===== src/design/pin_state_pkg.sv =====
// Purpose: Constants and carriers for the reset and standby pin-state controller.
// Assumes: One clock at 40 MHz; one bus state per clock cycle.
// Notes: Register map and field positions are local choices.
// Function
// - All port pins become inputs on reset
// - Reset forces strobes high, data bus released
// - Reset in T1/T2 clears address half-state later
// - Reset input sampled on falling clock edge
// - Wait-state reset treated like second state
// - Reset in third state holds address
// - Two-state area second state holds address
// - Standby/sleep: inputs float, outputs keep levels; the code floats every port pin in hardware standby
// - Reset output floats, low on watchdog reset
// - Upper port A: address mode standby/sleep behaviour
package pin_state_pkg;

	// Register byte addresses
	localparam logic [7:0] CTRL_OFFSET   = 8'h00;
	localparam logic [7:0] DIR_OFFSET    = 8'h04;
	localparam logic [7:0] DATA_OFFSET   = 8'h08;
	localparam logic [7:0] STATUS_OFFSET = 8'h0c;

	// Control field positions
	localparam int CTRL_RAM_EN_BIT    = 0;
	localparam int CTRL_ADDR_MODE_BIT = 1;
	localparam int CTRL_SW_HW_STANDBY_N_BIT   = 2;
	localparam logic [2:0] CTRL_RESET_VAL = 3'h0;

	// Status field positions
	localparam int ST_RES_SAMPLED_BIT = 0;
	localparam int ST_WDT_RESET_BIT   = 1;
	localparam int ST_ENTRY_ERR_BIT   = 2;
	localparam int ST_EXIT_ERR_BIT    = 3;
	localparam int ST_MODE_LSB        = 4;

	localparam int PORT_W = 16;
	localparam int ADDR_W = 24;
	localparam int DATA_W = 16;
	localparam int ADDR_HI_LSB = 20;
	localparam int PA_HI_LSB   = 4;

	// Sequencing times
	localparam int CLK_PERIOD_NS      = 25;
	localparam int ENTRY_LEAD_CYCLES  = 10;
	localparam int EXIT_LEAD_NS       = 100;
	localparam int EXIT_LEAD_CYCLES   = (EXIT_LEAD_NS + CLK_PERIOD_NS - 1) / CLK_PERIOD_NS;
	localparam int LEAD_CNT_W         = 5;

	typedef enum logic [2:0] {
		MODE_RUN     = 3'b000,
		MODE_SLEEP   = 3'b001,
		MODE_SW_HW_STANDBY_N = 3'b010,
		MODE_HW_HW_STANDBY_N = 3'b011,
		MODE_RESET   = 3'b100
	} power_mode_t;

	typedef enum logic [2:0] {
		BUS_IDLE = 3'b000,
		BUS_T1   = 3'b001,
		BUS_T2   = 3'b010,
		BUS_T3   = 3'b011,
		BUS_TW   = 3'b100
	} bus_state_t;

	// Core side of the external bus
	typedef struct packed {
		logic [ADDR_W-1:0] addr;
		logic              as_n;
		logic              rd_n;
		logic              wr_n;
		logic [DATA_W-1:0] data;
		logic              data_oe;
	} core_bus_t;

	// External bus pins
	typedef struct packed {
		logic [ADDR_W-1:0] addr;
		logic              addr_oe;
		logic              addr_strobe_n;
		logic              rd_n;
		logic              wr_n;
		logic [DATA_W-1:0] data;
		logic              data_oe;
	} ext_bus_t;

	// General-purpose port pins
	typedef struct packed {
		logic [PORT_W-1:0] level;
		logic [PORT_W-1:0] oe;
	} port_pins_t;

endpackage


===== src/design/pin_state_ctrl.sv =====
// Purpose: Pin states and external bus outputs across reset, standby and sleep.
// Assumes: AHB-Lite single word transfers; reset pin synchronous to hclk.
// Notes: Bus state advances one state per clock; status errors clear by writing one.
//
// Our own choices: the AHB-Lite slave port and the placing of the registers.
`timescale 1ns/1ps
module pin_state_ctrl (
	input  wire logic                    hclk,
	input  wire logic                    hresetn,
	input  wire logic                    hsel,
	input  wire logic [31:0]             haddr,
	input  wire logic [1:0]              htrans,
	input  wire logic                    hwrite,
	input  wire logic [2:0]              hsize,
	input  wire logic [31:0]             hwdata,
	input  wire logic                    hready,
	output logic                         hreadyout,
	output logic                         hresp,
	output logic [31:0]                  hrdata,
	input  wire logic                    reset_in_n,
	input  wire logic                    hw_standby_n,
	input  wire logic                    wdt_overflow,
	input  wire logic                    sleep_req,
	input  wire pin_state_pkg::bus_state_t bus_state,
	input  wire logic                    two_state_area,
	input  wire pin_state_pkg::core_bus_t core_bus,
	output pin_state_pkg::ext_bus_t      ext_bus,
	output pin_state_pkg::port_pins_t    port_pins,
	output logic                         clk_out_run,
	output logic                         clk_out_level,
	output logic                         clk_out_oe,
	output logic                         reset_out_n,
	output logic                         reset_out_oe
);
	import pin_state_pkg::*;

	logic [2:0]          ctrl_reg;
	logic [PORT_W-1:0]   dir_reg;
	logic [PORT_W-1:0]   data_reg;
	logic                entry_err_reg;
	logic                exit_err_reg;
	logic                wdt_reset_reg;
	logic                res_fall_reg;
	logic                hold_reg;
	logic                hold_done_reg;
	logic [ADDR_W-1:0]   addr_reg;
	logic                addr_oe_reg;
	power_mode_t         mode_reg;
	power_mode_t         mode_next;
	logic [LEAD_CNT_W-1:0] lead_reg;
	logic                hw_standby_n_prev_reg;
	logic                wr_pend_reg;
	logic [7:0]          wr_addr_reg;
	logic                ram_en;
	logic                addr_mode;
	logic                rst_now;
	logic                hw_hw_standby_n;
	logic                hold_state;
	logic                bus_wr;
	logic [31:0]         status_word;

	assign ram_en    = ctrl_reg[CTRL_RAM_EN_BIT];
	assign addr_mode = ctrl_reg[CTRL_ADDR_MODE_BIT];
	assign hw_hw_standby_n   = !hw_standby_n;
	assign rst_now   = !reset_in_n;

	// Reset caught on the falling edge so the address clears half a state later
	always_ff @(negedge hclk or negedge hresetn) begin
		if (!hresetn) begin
			res_fall_reg <= 1'b0;
		end else begin
			res_fall_reg <= !reset_in_n;
		end
	end

	// Third state, or second of a two-state area, keeps its address
	assign hold_state = (bus_state == BUS_T3) ||
		((bus_state == BUS_T2) && two_state_area);

	// Hold is decided once, at the first edge of a reset
	always_ff @(posedge hclk or negedge hresetn) begin
		if (!hresetn) begin
			hold_reg      <= 1'b0;
			hold_done_reg <= 1'b0;
		end else if (res_fall_reg && !hold_done_reg) begin
			hold_reg      <= hold_state && rst_now;
			hold_done_reg <= 1'b1;
		end else if (!res_fall_reg) begin
			hold_reg      <= 1'b0;
			hold_done_reg <= 1'b0;
		end else begin
			hold_reg      <= 1'b0;
		end
	end

	// Address register; T1, wait states and T2 outside a two-state area clear it a half state after sampling
	always_ff @(posedge hclk or negedge hresetn) begin
		if (!hresetn) begin
			addr_reg    <= '0;
			addr_oe_reg <= 1'b1;
		end else if (res_fall_reg) begin
			if (!hold_done_reg && hold_state && rst_now) begin
				addr_reg <= addr_reg;
			end else begin
				// Held address lasts one state only, then clears
				addr_reg <= '0;
			end
			addr_oe_reg <= 1'b1;
		end else begin
			addr_reg    <= core_bus.addr;
			addr_oe_reg <= !hw_hw_standby_n && (mode_reg != MODE_SW_HW_STANDBY_N);
		end
	end

	// Power mode; hardware standby outranks reset, reset outranks software modes
	always_comb begin
		mode_next = MODE_RUN;
		if (hw_hw_standby_n) begin
			mode_next = MODE_HW_HW_STANDBY_N;
		end else if (rst_now) begin
			mode_next = MODE_RESET;
		end else if (sleep_req) begin
			mode_next = ctrl_reg[CTRL_SW_HW_STANDBY_N_BIT] ? MODE_SW_HW_STANDBY_N : MODE_SLEEP;
		end
	end

	always_ff @(posedge hclk or negedge hresetn) begin
		if (!hresetn) begin
			mode_reg <= MODE_RESET;
		end else begin
			mode_reg <= mode_next;
		end
	end

	// Cycles that reset has been low, for the standby sequencing checks
	always_ff @(posedge hclk or negedge hresetn) begin
		if (!hresetn) begin
			lead_reg      <= '0;
			hw_standby_n_prev_reg <= 1'b0;
		end else begin
			hw_standby_n_prev_reg <= hw_hw_standby_n;
			if (!rst_now) begin
				lead_reg <= '0;
			end else if (lead_reg != {LEAD_CNT_W{1'b1}}) begin
				lead_reg <= lead_reg + 1'b1;
			end
		end
	end

	// Watchdog cause is latched so the reset output knows whether to pull low
	always_ff @(posedge hclk or negedge hresetn) begin
		if (!hresetn) begin
			wdt_reset_reg <= 1'b0;
		end else if (wdt_overflow) begin
			wdt_reset_reg <= 1'b1;
		end else if (!rst_now && !res_fall_reg) begin
			wdt_reset_reg <= 1'b0;
		end
	end

	// AHB-Lite: zero wait, writes land in the data phase
	assign hreadyout = 1'b1;
	assign hresp     = 1'b0;
	assign bus_wr    = hsel && hready && htrans[1] && hwrite;

	always_ff @(posedge hclk or negedge hresetn) begin
		if (!hresetn) begin
			wr_pend_reg <= 1'b0;
			wr_addr_reg <= '0;
		end else if (hready) begin
			wr_pend_reg <= bus_wr && (hsize == 3'h2);
			wr_addr_reg <= haddr[7:0];
		end
	end

	// Control register
	always_ff @(posedge hclk or negedge hresetn) begin
		if (!hresetn) begin
			ctrl_reg <= CTRL_RESET_VAL;
		end else if (wr_pend_reg && wr_addr_reg == CTRL_OFFSET) begin
			ctrl_reg <= hwdata[2:0];
		end
	end

	// Direction and output data; a reset turns every pin to input
	always_ff @(posedge hclk or negedge hresetn) begin
		if (!hresetn) begin
			dir_reg  <= '0;
			data_reg <= '0;
		end else if (res_fall_reg) begin
			dir_reg  <= '0;
		end else if (wr_pend_reg && mode_reg == MODE_RUN) begin
			// Frozen outside run so kept levels really stay put
			if (wr_addr_reg == DIR_OFFSET) begin
				dir_reg <= hwdata[PORT_W-1:0];
			end
			if (wr_addr_reg == DATA_OFFSET) begin
				data_reg <= hwdata[PORT_W-1:0];
			end
		end
	end

	// Sequencing errors; a new error wins over a clear in the same cycle
	always_ff @(posedge hclk or negedge hresetn) begin
		if (!hresetn) begin
			entry_err_reg <= 1'b0;
			exit_err_reg  <= 1'b0;
		end else begin
			if (hw_hw_standby_n && !hw_standby_n_prev_reg && ram_en &&
				lead_reg < LEAD_CNT_W'(ENTRY_LEAD_CYCLES)) begin
				entry_err_reg <= 1'b1;
			end else if (wr_pend_reg && wr_addr_reg == STATUS_OFFSET &&
				hwdata[ST_ENTRY_ERR_BIT]) begin
				entry_err_reg <= 1'b0;
			end
			if (!hw_hw_standby_n && hw_standby_n_prev_reg &&
				lead_reg < LEAD_CNT_W'(EXIT_LEAD_CYCLES)) begin
				exit_err_reg <= 1'b1;
			end else if (wr_pend_reg && wr_addr_reg == STATUS_OFFSET &&
				hwdata[ST_EXIT_ERR_BIT]) begin
				exit_err_reg <= 1'b0;
			end
		end
	end

	// Read data registered in the address phase
	always_comb begin
		status_word = '0;
		status_word[ST_RES_SAMPLED_BIT] = res_fall_reg;
		status_word[ST_WDT_RESET_BIT]   = wdt_reset_reg;
		status_word[ST_ENTRY_ERR_BIT]   = entry_err_reg;
		status_word[ST_EXIT_ERR_BIT]    = exit_err_reg;
		status_word[ST_MODE_LSB +: 3]   = mode_reg;
	end

	always_ff @(posedge hclk or negedge hresetn) begin
		if (!hresetn) begin
			hrdata <= '0;
		end else if (hsel && hready && htrans[1] && !hwrite) begin
			unique case (haddr[7:0])
				CTRL_OFFSET:   hrdata <= {29'h0, ctrl_reg};
				DIR_OFFSET:    hrdata <= {16'h0, dir_reg};
				DATA_OFFSET:   hrdata <= {16'h0, data_reg};
				STATUS_OFFSET: hrdata <= status_word;
				default:       hrdata <= 32'h0;
			endcase
		end
	end

	// External bus pins; strobes and data react at once to the reset pin
	always_comb begin
		ext_bus.addr          = addr_reg;
		ext_bus.addr_oe       = addr_oe_reg && !hw_hw_standby_n;
		ext_bus.addr_strobe_n = core_bus.as_n || rst_now;
		ext_bus.rd_n          = core_bus.rd_n || rst_now;
		ext_bus.wr_n          = core_bus.wr_n || rst_now;
		ext_bus.data          = core_bus.data;
		ext_bus.data_oe       = core_bus.data_oe && !rst_now && !hw_hw_standby_n;
	end

	// Port pins; inputs float, outputs keep their last level except in reset and hardware standby, where all float
	always_comb begin
		port_pins.level = data_reg;
		port_pins.oe    = dir_reg;
		if (rst_now || res_fall_reg || hw_hw_standby_n) begin
			port_pins.oe = '0;
		end else if (addr_mode && mode_reg != MODE_SW_HW_STANDBY_N) begin
			port_pins.level[PA_HI_LSB +: 4] = addr_reg[ADDR_HI_LSB +: 4];
			port_pins.oe[PA_HI_LSB +: 4]    = 4'hf;
		end
	end

	// Clock pin and reset output pin
	always_comb begin
		clk_out_run   = !hw_hw_standby_n && (mode_reg != MODE_SW_HW_STANDBY_N);
		clk_out_level = (mode_reg == MODE_SW_HW_STANDBY_N);
		clk_out_oe    = !hw_hw_standby_n;
		reset_out_n   = 1'b0;
		reset_out_oe  = rst_now && wdt_reset_reg && !hw_hw_standby_n;
	end

	a_strobes_high: assert property (@(posedge hclk) disable iff (!hresetn)
		!reset_in_n |-> ext_bus.addr_strobe_n && ext_bus.rd_n && ext_bus.wr_n && !ext_bus.data_oe)
		else $error("strobes not released on reset");
	a_ports_input: assert property (@(posedge hclk) disable iff (!hresetn)
		!reset_in_n |-> port_pins.oe == '0)
		else $error("port driven during reset");
	a_addr_clear: assert property (@(posedge hclk) disable iff (!hresetn)
		$rose(res_fall_reg) && !(hold_state && !reset_in_n) |=> addr_reg == '0)
		else $error("address not cleared after reset");
	a_sample_edge: assert property (@(negedge hclk) disable iff (!hresetn)
		1'b1 |=> res_fall_reg == !$past(reset_in_n))
		else $error("reset not sampled on falling edge");
	a_addr_hold: assert property (@(posedge hclk) disable iff (!hresetn)
		res_fall_reg && !hold_done_reg && hold_state && !reset_in_n
		|=> addr_reg == $past(addr_reg))
		else $error("address not held in third state");
	a_entry_check: assert property (@(posedge hclk) disable iff (!hresetn)
		!hw_standby_n && !hw_standby_n_prev_reg && ram_en &&
		lead_reg < LEAD_CNT_W'(ENTRY_LEAD_CYCLES) |=> entry_err_reg)
		else $error("short reset lead before standby missed");
	a_exit_check: assert property (@(posedge hclk) disable iff (!hresetn)
		hw_standby_n && hw_standby_n_prev_reg &&
		lead_reg < LEAD_CNT_W'(EXIT_LEAD_CYCLES) |=> exit_err_reg)
		else $error("short reset lead before standby exit missed");
	a_reset_out: assert property (@(posedge hclk) disable iff (!hresetn)
		reset_out_oe |-> !reset_in_n && wdt_reset_reg)
		else $error("reset output driven without watchdog cause");
	a_hw_hw_standby_n_float: assert property (@(posedge hclk) disable iff (!hresetn)
		!hw_standby_n |-> !clk_out_oe && port_pins.oe == '0 && !ext_bus.addr_oe)
		else $error("pins driven in hardware standby");
	a_keep_level: assert property (@(posedge hclk) disable iff (!hresetn)
		mode_reg == MODE_SLEEP && $past(mode_reg == MODE_SLEEP) && !addr_mode
		|-> port_pins.level == $past(port_pins.level))
		else $error("kept level changed in sleep");

	c_reset_t3:   cover property (@(posedge hclk) res_fall_reg && hold_state && !hold_done_reg);
	c_reset_t1:   cover property (@(posedge hclk) $rose(res_fall_reg) && bus_state == BUS_T1);
	c_hw_hw_standby_n:    cover property (@(posedge hclk) $rose(!hw_standby_n) && !reset_in_n);
	c_sw_hw_standby_n:    cover property (@(posedge hclk) mode_reg == MODE_SW_HW_STANDBY_N);
	c_wdt_reset:  cover property (@(posedge hclk) reset_out_oe);

endmodule // pin_state_ctrl


===== config.mk =====
export PLATFORM = sky130hd
export DESIGN_NAME = pin_state_ctrl
export DESIGN_NICKNAME = d
export VERILOG_FILES = /design/src/design/pin_state_pkg.sv /design/src/design/pin_state_ctrl.sv
export SDC_FILE = /design/constraint.sdc
export NUM_CORES = 1
export LEC_CHECK = 0
export BUFFER_PORTS_ARGS = -buffer_cell sky130_fd_sc_hd__buf_4
export CELL_PAD_IN_SITES_DETAIL_PLACEMENT = 1
export CELL_PAD_IN_SITES_GLOBAL_PLACEMENT = 1
export CORE_ASPECT_RATIO = 1.4
export CORE_UTILIZATION = 37
export DETAILED_ROUTE_END_ITERATION = 6
export PLACE_DENSITY = 0.95
export SYNTH_ARGS = -nofsm -noshare
export SYNTH_HDL_FRONTEND = slang
export SYNTH_SLANG_ARGS = --single-unit

===== constraint.sdc =====
create_clock -name hclk -period 4.9 [get_ports hclk]
set_input_delay 0.245 -clock hclk [delete_from_list [all_inputs] [get_ports hclk]]
set_output_delay 0.245 -clock hclk [all_outputs]
set_load 0.05 [all_outputs]

==> flow_summary.toml, run 1 <==
[power_and_ir_drop]
peakVddDrop_mv = 0.127
switching_power_uw = 530
power.leakage_nw = 2.91
power.switching_fraction_pct = 27.9
share_clk_of_total_power_pct = 37.4
sequentialPowerShare_pct = 46.5
powerDensity_nw_per_um2 = 320
share_comb_of_total_power_pct = 16.0
p_int_mw = 1.37

[drt]
routedWlPerCell_um = 20.5
drt_drc_violations_left = 0
drt_pass1_iterations = 4
ant_nets = 0
detail_route.vias_per_cell = 5.37
drtIter0Drc = 102
num_vias = 3454
final_wirelength_mm = 13.2

[setup_path]
crit_type = "register to output pin"
critical-path-top-delay-family = "flip-flops"
critical_path_arrival_ns = 4.44
critical_path_s_largest_stage_delay_ns = 0.63
critical-path-slowest-cell = "dfrtn_1"
critical_path.startpoint_type = "register"
cp_cell_sequence = "and3b_1, nand3_2, mux2_2, buf_4"
cp_num_buf_inv = 1
timing.critical_path.fanout_max = 8
timing.critical_path.required_ns = 4.66
crit_path_end_kind = "output pin"

[yosys]
synth_compound_gate_area_share_pct = 13.6
netlist-cell-type-count = 47
synthSimpleGateAreaFrac_pct = 10.9
muxShareOfSynthArea_pct = 11.1
post_synth_xor_xnor_area_pct = 0.562
synth_async_sr_flop_share_pct = 100
edff_count_synth = 0
synth_seq_area_share_pct = 53.1
mappedNetlistArea_um2 = 4670
ys_ff_latch = 99
post_synth_inst_count = 373
yosysWarnings = 0
syn_avg_cell_area_um2 = 12.5
main_combinational_cell_family_by_area_after_synthesis = "compound AO/OA/AOI/OAI gates"
synth_ff_type = "dfrtp_1"
synth-adder-area-share_pct = 0.535

[sta]
holdWs_ns = 0.0879
rsz_0062_raised_after_global_routing = "false"
setup_viol_count_final = 0
worst_setup_slack_final_ns = 0.216
relSlewSlack_pct = 18.5
timing.clock.skew_ns = 0.00907
report.final.slew_viol_count = 0
setup_tns_ns = 0
final-hold-violation-count = 0
worst_pin_slew_ns = 1.22

[floorplanning]
pin_count = 242
rows = 48
floorplan.initialDensity_pct = 38.0
chipWidth_um = 97.0
die_area_um2 = 13100
floorplan.core_area_um2 = 12300
die_h_um = 135

[cts]
hold_buffers = 1
cts_clk_pin_slew_worst_paths_ns = 0.07
clk_path_buf_depth = 2
post_cts_buffers = 0
ctsHtreeMaxLevel = 3
clk_latency_ns = 0.34
clock-sinks = 99
clockRootBuffer = "clkbuf_16"
postCtsResizedCells = 0
numCtsBuffers = 9
tritoncts = "built"

[placement]
dp_hpwl_mm = 9.90
dp_cells = 626
routability_driven_placement_congestion_ratio = 0.794
dp_worst_setup_slack_ns = 0.511
numPortBuffers = 149

[job]
timing.max_cap.violations = 0

[final_layout]
final_layout_size_suffix_gt1_share_pct = 44.0
syn_to_final_growth_pct = 27.1
antenna_cells = 0
fin_cells = 643
largest_register_ff_count = 24
most-common-layout-cells = "153 x buf_4, 96 x dfrtp_1, 52 x a22o_1"
final_core_util_pct = 48.2
most_frequent_standard_cell_in_the_layout_excluding_fill_and_tap_cells = "buf_4"
final_net_count = 616

[outcome]
outcome = "finished, final reports clean"

[global_route]
antenna_found_initial = 0
vias_in_the_first_global_route = 3847
track_usage_pct = 20.8
global_route_wire_length_before_repair_mm = 21.1
grt_max_degree = 55
globalRouteOverflowTotal = 0

[hold_path]
timing.hold.worst.class = "input port to register"
-- routing by layer --
layer / wire (um) / global-route usage (%) / vias up
li1: - / - / 1520
met5: 0 / 0 / -
met1: 4980 / 23.2 / 1758
met3: 750 / 5.23 / 32
met2: 7090 / 37.0 / 144
met4: 392 / 9.62 / 0
-- final timing paths --
| path | startpoint | to | cells past startpoint | slack (ns) |
|---|---|---|---|---|
| hold reg to reg | hrdata[14]$_DFFE_PN0P_ | hrdata[14]$_DFFE_PN0P_ | 2 | 0.49 |
| hold / removal | wdt_overflow | wdt_reset_reg$_DFFE_PN0P_ | 2 | 0.09 |
| max in group asynchronous | hresetn | res_fall_reg$_DFF_NN0_ | 2 | 1.67 |
| setup / recovery | res_fall_reg$_DFF_NN0_ | port_pins[21] | 4 | 0.22 |
| min in group asynchronous | hresetn | dir_reg[2]$_DFFE_PN0P_ | 2 | 0.46 |
| setup reg to reg | res_fall_reg$_DFF_NN0_ | data_reg[14]$_DFFE_PN0P_ | 3 | 0.47 |
-- layout make-up --
| cell class | instances | area [um^2] |
|---|---|---|
| clock buffer | 12 | 246 |
| clock inverter | 4 | 51.3 |
| fill | 1319 | 6370 |
| inverter | 5 | 18.8 |
| multi-input combinational | 219 | 1800 |
| sequential | 99 | 2480 |
| tap | 150 | 188 |
| timing repair buffer | 154 | 1160 |
-- synth_stat cells, drive strengths merged (5+ instances only) --
library cell / number / area share [%]
a22o: 52 / 9.7
o31ai: 9 / 1.4
o21ai: 5 / 0.54
dfrtp: 96 / 51
mux2: 35 / 9.2
nand2: 20 / 1.6
a22oi: 9 / 1.4
clkbuf: 10 / 0.80
buf: 57 / 8.9
and2: 13 / 1.7
nor4: 5 / 1.1
nor2: 10 / 0.80
-- power by group through the flow --
| stage | Combinational (mW) | Clock (mW) | Sequential, mW |
|---|---|---|---|
| floorplan | 0.199 | 0 | 0.929 |
| global placement | 0.294 | 0 | 0.895 |
| detailed placement | 0.307 | 0 | 0.900 |
| CTS | 0.308 | 0.727 | 0.885 |
| global route | 0.322 | 0.763 | 0.889 |
| finish | 0.305 | 0.711 | 0.885 |
-- through the flow --
stage                     instance area (um^2)  total power, mW
final                                     5940             1.90
after global routing                      5940             1.97
after floorplan                           4740             1.13
after detailed placement                  5630             1.21
after CTS                                 5940             1.92
after global placement                    5630             1.19
-- worst register-to-register path, delay by kind of cell (launching register included) --
family / cells / cell delay (ns)
AND/OR/NAND/NOR: 2 / 0.93
flip-flops: 1 / 0.48
multiplexers: 1 / 0.46
-- kinds of logic after synthesis --
kind of cell,Yosys count
muxes,40
DFF,99
and+or+nand+nor,78
adders and majority gates,2
AOI/OAI and AO/OA,77
buffers and inverters,72
other,2
xor gates and xnor gates,3
(Power assumes the default switching activity.)
==> run 2: changes to the inputs <==
--- a/config.mk
+++ b/config.mk
@@ -9,7 +9,8 @@
 export CELL_PAD_IN_SITES_DETAIL_PLACEMENT = 1
 export CELL_PAD_IN_SITES_GLOBAL_PLACEMENT = 1
 export CORE_ASPECT_RATIO = 1.4
-export CORE_UTILIZATION = 37
+export CORE_UTILIZATION = 38
+export CTS_BUF_LIST = sky130_fd_sc_hd__clkbuf_2
 export DETAILED_ROUTE_END_ITERATION = 6
 export PLACE_DENSITY = 0.95
 export SYNTH_ARGS = -nofsm -noshare
==> run 2 against run 1 <==
Effect of this change:
- die area is 2.6% lower
- combinational power rose by 16%
- clock power down 42%
- first-iteration DRC count up 57%
- critical path depth stayed put
- sequential cell count stayed put
- global-route usage increased by 3.3 points
- non-clock buffer count up 68
- total power is 13% lower
- via count increased by 8.0%
- sequential power about the same
- critical path type unchanged
==> flow_summary.toml, run 2 (synthesis gave the netlist of run 1 again) <==
[drt]
drt_pass1_iterations = 4
drtIter0Drc = 160
routedWlPerCell_um = 20.4
detail_route.vias_per_cell = 5.26
ant_nets = 0
drt_drc_violations_left = 0
num_vias = 3731
final_wirelength_mm = 14.5

[sta]
setup_viol_count_final = 0
worst_setup_slack_final_ns = 0.174
rsz_0062_raised_after_global_routing = "false"
relSlewSlack_pct = 20.4
worst_pin_slew_ns = 1.19
final-hold-violation-count = 0
timing.clock.skew_ns = 0.143
report.final.slew_viol_count = 0
setup_tns_ns = 0
holdWs_ns = 0.102

[setup_path]
critical_path.startpoint_type = "register"
timing.critical_path.fanout_max = 8
rr_worst_depth = 4
regToRegStartpoint = "res_fall_reg$_DFF_NN0_"
crit_path_end_kind = "output pin"
critical_path_s_largest_stage_delay_ns = 0.57
critical-path-top-delay-family = "flip-flops"
crit-reg2reg-capture = "data_reg[8]$_DFFE_PN0P_"
cp_num_buf_inv = 1
r2r_setup_slack_ns = 0.56
timing.critical_path.required_ns = 4.66
crit_type = "register to output pin"
critical_path_arrival_ns = 4.48
critical-path-slowest-cell = "dfrtn_1"
cp_cell_sequence = "and3b_1, nand3_2, mux2_2, buf_4"

[cts]
ctsHtreeMaxLevel = 3
postCtsResizedCells = 0
numCtsBuffers = 9
cts_clk_pin_slew_worst_paths_ns = 0.26
clock-sinks = 99
tritoncts = "built"
clockRootBuffer = "clkbuf_2"
clk_path_buf_depth = 2
clk_latency_ns = 0.62

[global_route]
track_usage_pct = 24.1
global_route_wire_length_before_repair_mm = 23.1
antenna_found_initial = 1
grt_max_degree = 51
vias_in_the_first_global_route = 4170
globalRouteOverflowTotal = 0

[final_layout]
most_frequent_standard_cell_in_the_layout_excluding_fill_and_tap_cells = "buf_4"
final_layout_size_suffix_gt1_share_pct = 39.8
multi_input_area_um2 = 1800
final_net_count = 684
layout.area.seq_um2 = 2480
most-common-layout-cells = "157 x buf_4, 96 x dfrtp_1, 65 x dlygate4sd3_1"
final_layout_fill_cell_count = 1251
fin_cells = 709
syn_to_final_growth_pct = 37.6
largest_register_ff_count = 24

[placement]
numPortBuffers = 149
routability_driven_placement_congestion_ratio = 0.793
dp_hpwl_mm = 9.53
dp_cells = 624
dp_worst_setup_slack_ns = 0.524

[floorplanning]
pin_count = 242
chipWidth_um = 95.7
die_h_um = 133
floorplan.initialDensity_pct = 39.3
die_area_um2 = 12800
rows = 47
floorplan.core_area_um2 = 11900

[power_and_ir_drop]
peakVddDrop_mv = 0.135
powerDensity_nw_per_um2 = 257
finalPower_mw = 1.65
power.leakage_nw = 3.12

[hold_path]
timing.hold.worst.class = "input port to register"
holdPathStages = 3
hold-path-endpoint = "hrdata[3]$_DFFE_PN0P_"
startpoint_of_the_most_critical_hold_path = "haddr[2]"

[outcome]
outcome = "finished, final reports clean"

[job]
timing.max_cap.violations = 0
==> run 2: per-layer routing <==
layer	GRT usage [%]	part of all wire, %	vias up
li1	-	-	1658
met1	29.0	38	1883
met2	41.4	53	157
met3	4.28	5.2	33
met4	10.4	3.2	0
met5	0	0	-
==> run 2: worst max path at each step <==
stage	startpoint	to	slack [ns]	cells past startpoint
3_3_place_gp	res_fall_reg$_DFF_NN0_	data_reg[14]$_DFFE_PN0P_	0.58	3
3_5_place_dp	res_fall_reg$_DFF_NN0_	data_reg[13]$_DFFE_PN0P_	0.52	3
5_1_grt	res_fall_reg$_DFF_NN0_	port_pins[20]	0.09	4
2_1_floorplan	res_fall_reg$_DFF_NN0_	port_pins[20]	0.68	4
4_1_cts	res_fall_reg$_DFF_NN0_	port_pins[23]	0.02	4
6_report	res_fall_reg$_DFF_NN0_	port_pins[23]	0.17	4
==> run 2: through the flow <==
stage               instance area (um^2)  utilization (%)
floorplan                           4740                -
global placement                    5630             47.4
detailed placement                  5630             47.4
CTS                                 6400             53.9
global route                        6430             54.1
finish                              6430             54.1
==> run 2: timing repair <==
| action | CTS | global route |
|---|---|---|
| endpoints found under the setup margin | 0 | 4 |
| endpoints found under the hold margin | 132 | 0 |
| hold buffers | 65 | 0 |
| buffers inserted | 0 | 3 |
==> run 2: final cells by class <==
cell class                 instances  share of cell area (%)
antenna                            1                  0.0389
clock buffer                       9                   0.701
clock inverter                     7                    1.17
inverter                           5                   0.292
multi-input combinational        219                    27.9
sequential                        99                    38.6
tap                              147                    2.86
timing repair buffer             222                    28.4
==> run 2: power by group <==
| group | switching [mW] | internal (mW) | leakage [nW] | total (mW) |
|---|---|---|---|---|
| sequential | 0.0331 | 0.853 | 1.27 | 0.886 |
| clock | 0.293 | 0.120 | 0.0649 | 0.412 |
| combinational | 0.207 | 0.148 | 1.78 | 0.355 |
| total | 0.533 | 1.12 | 3.12 | 1.65 |
==> run 2: worst register-to-register path: cells and delay by family (launching register included) <==
| kind | cells | cell delay (ns) |
|---|---|---|
| flops | 1 | 0.46 |
| buf+inv | 1 | 0.17 |
| simple gates | 2 | 0.83 |
| mux | 1 | 0.46 |
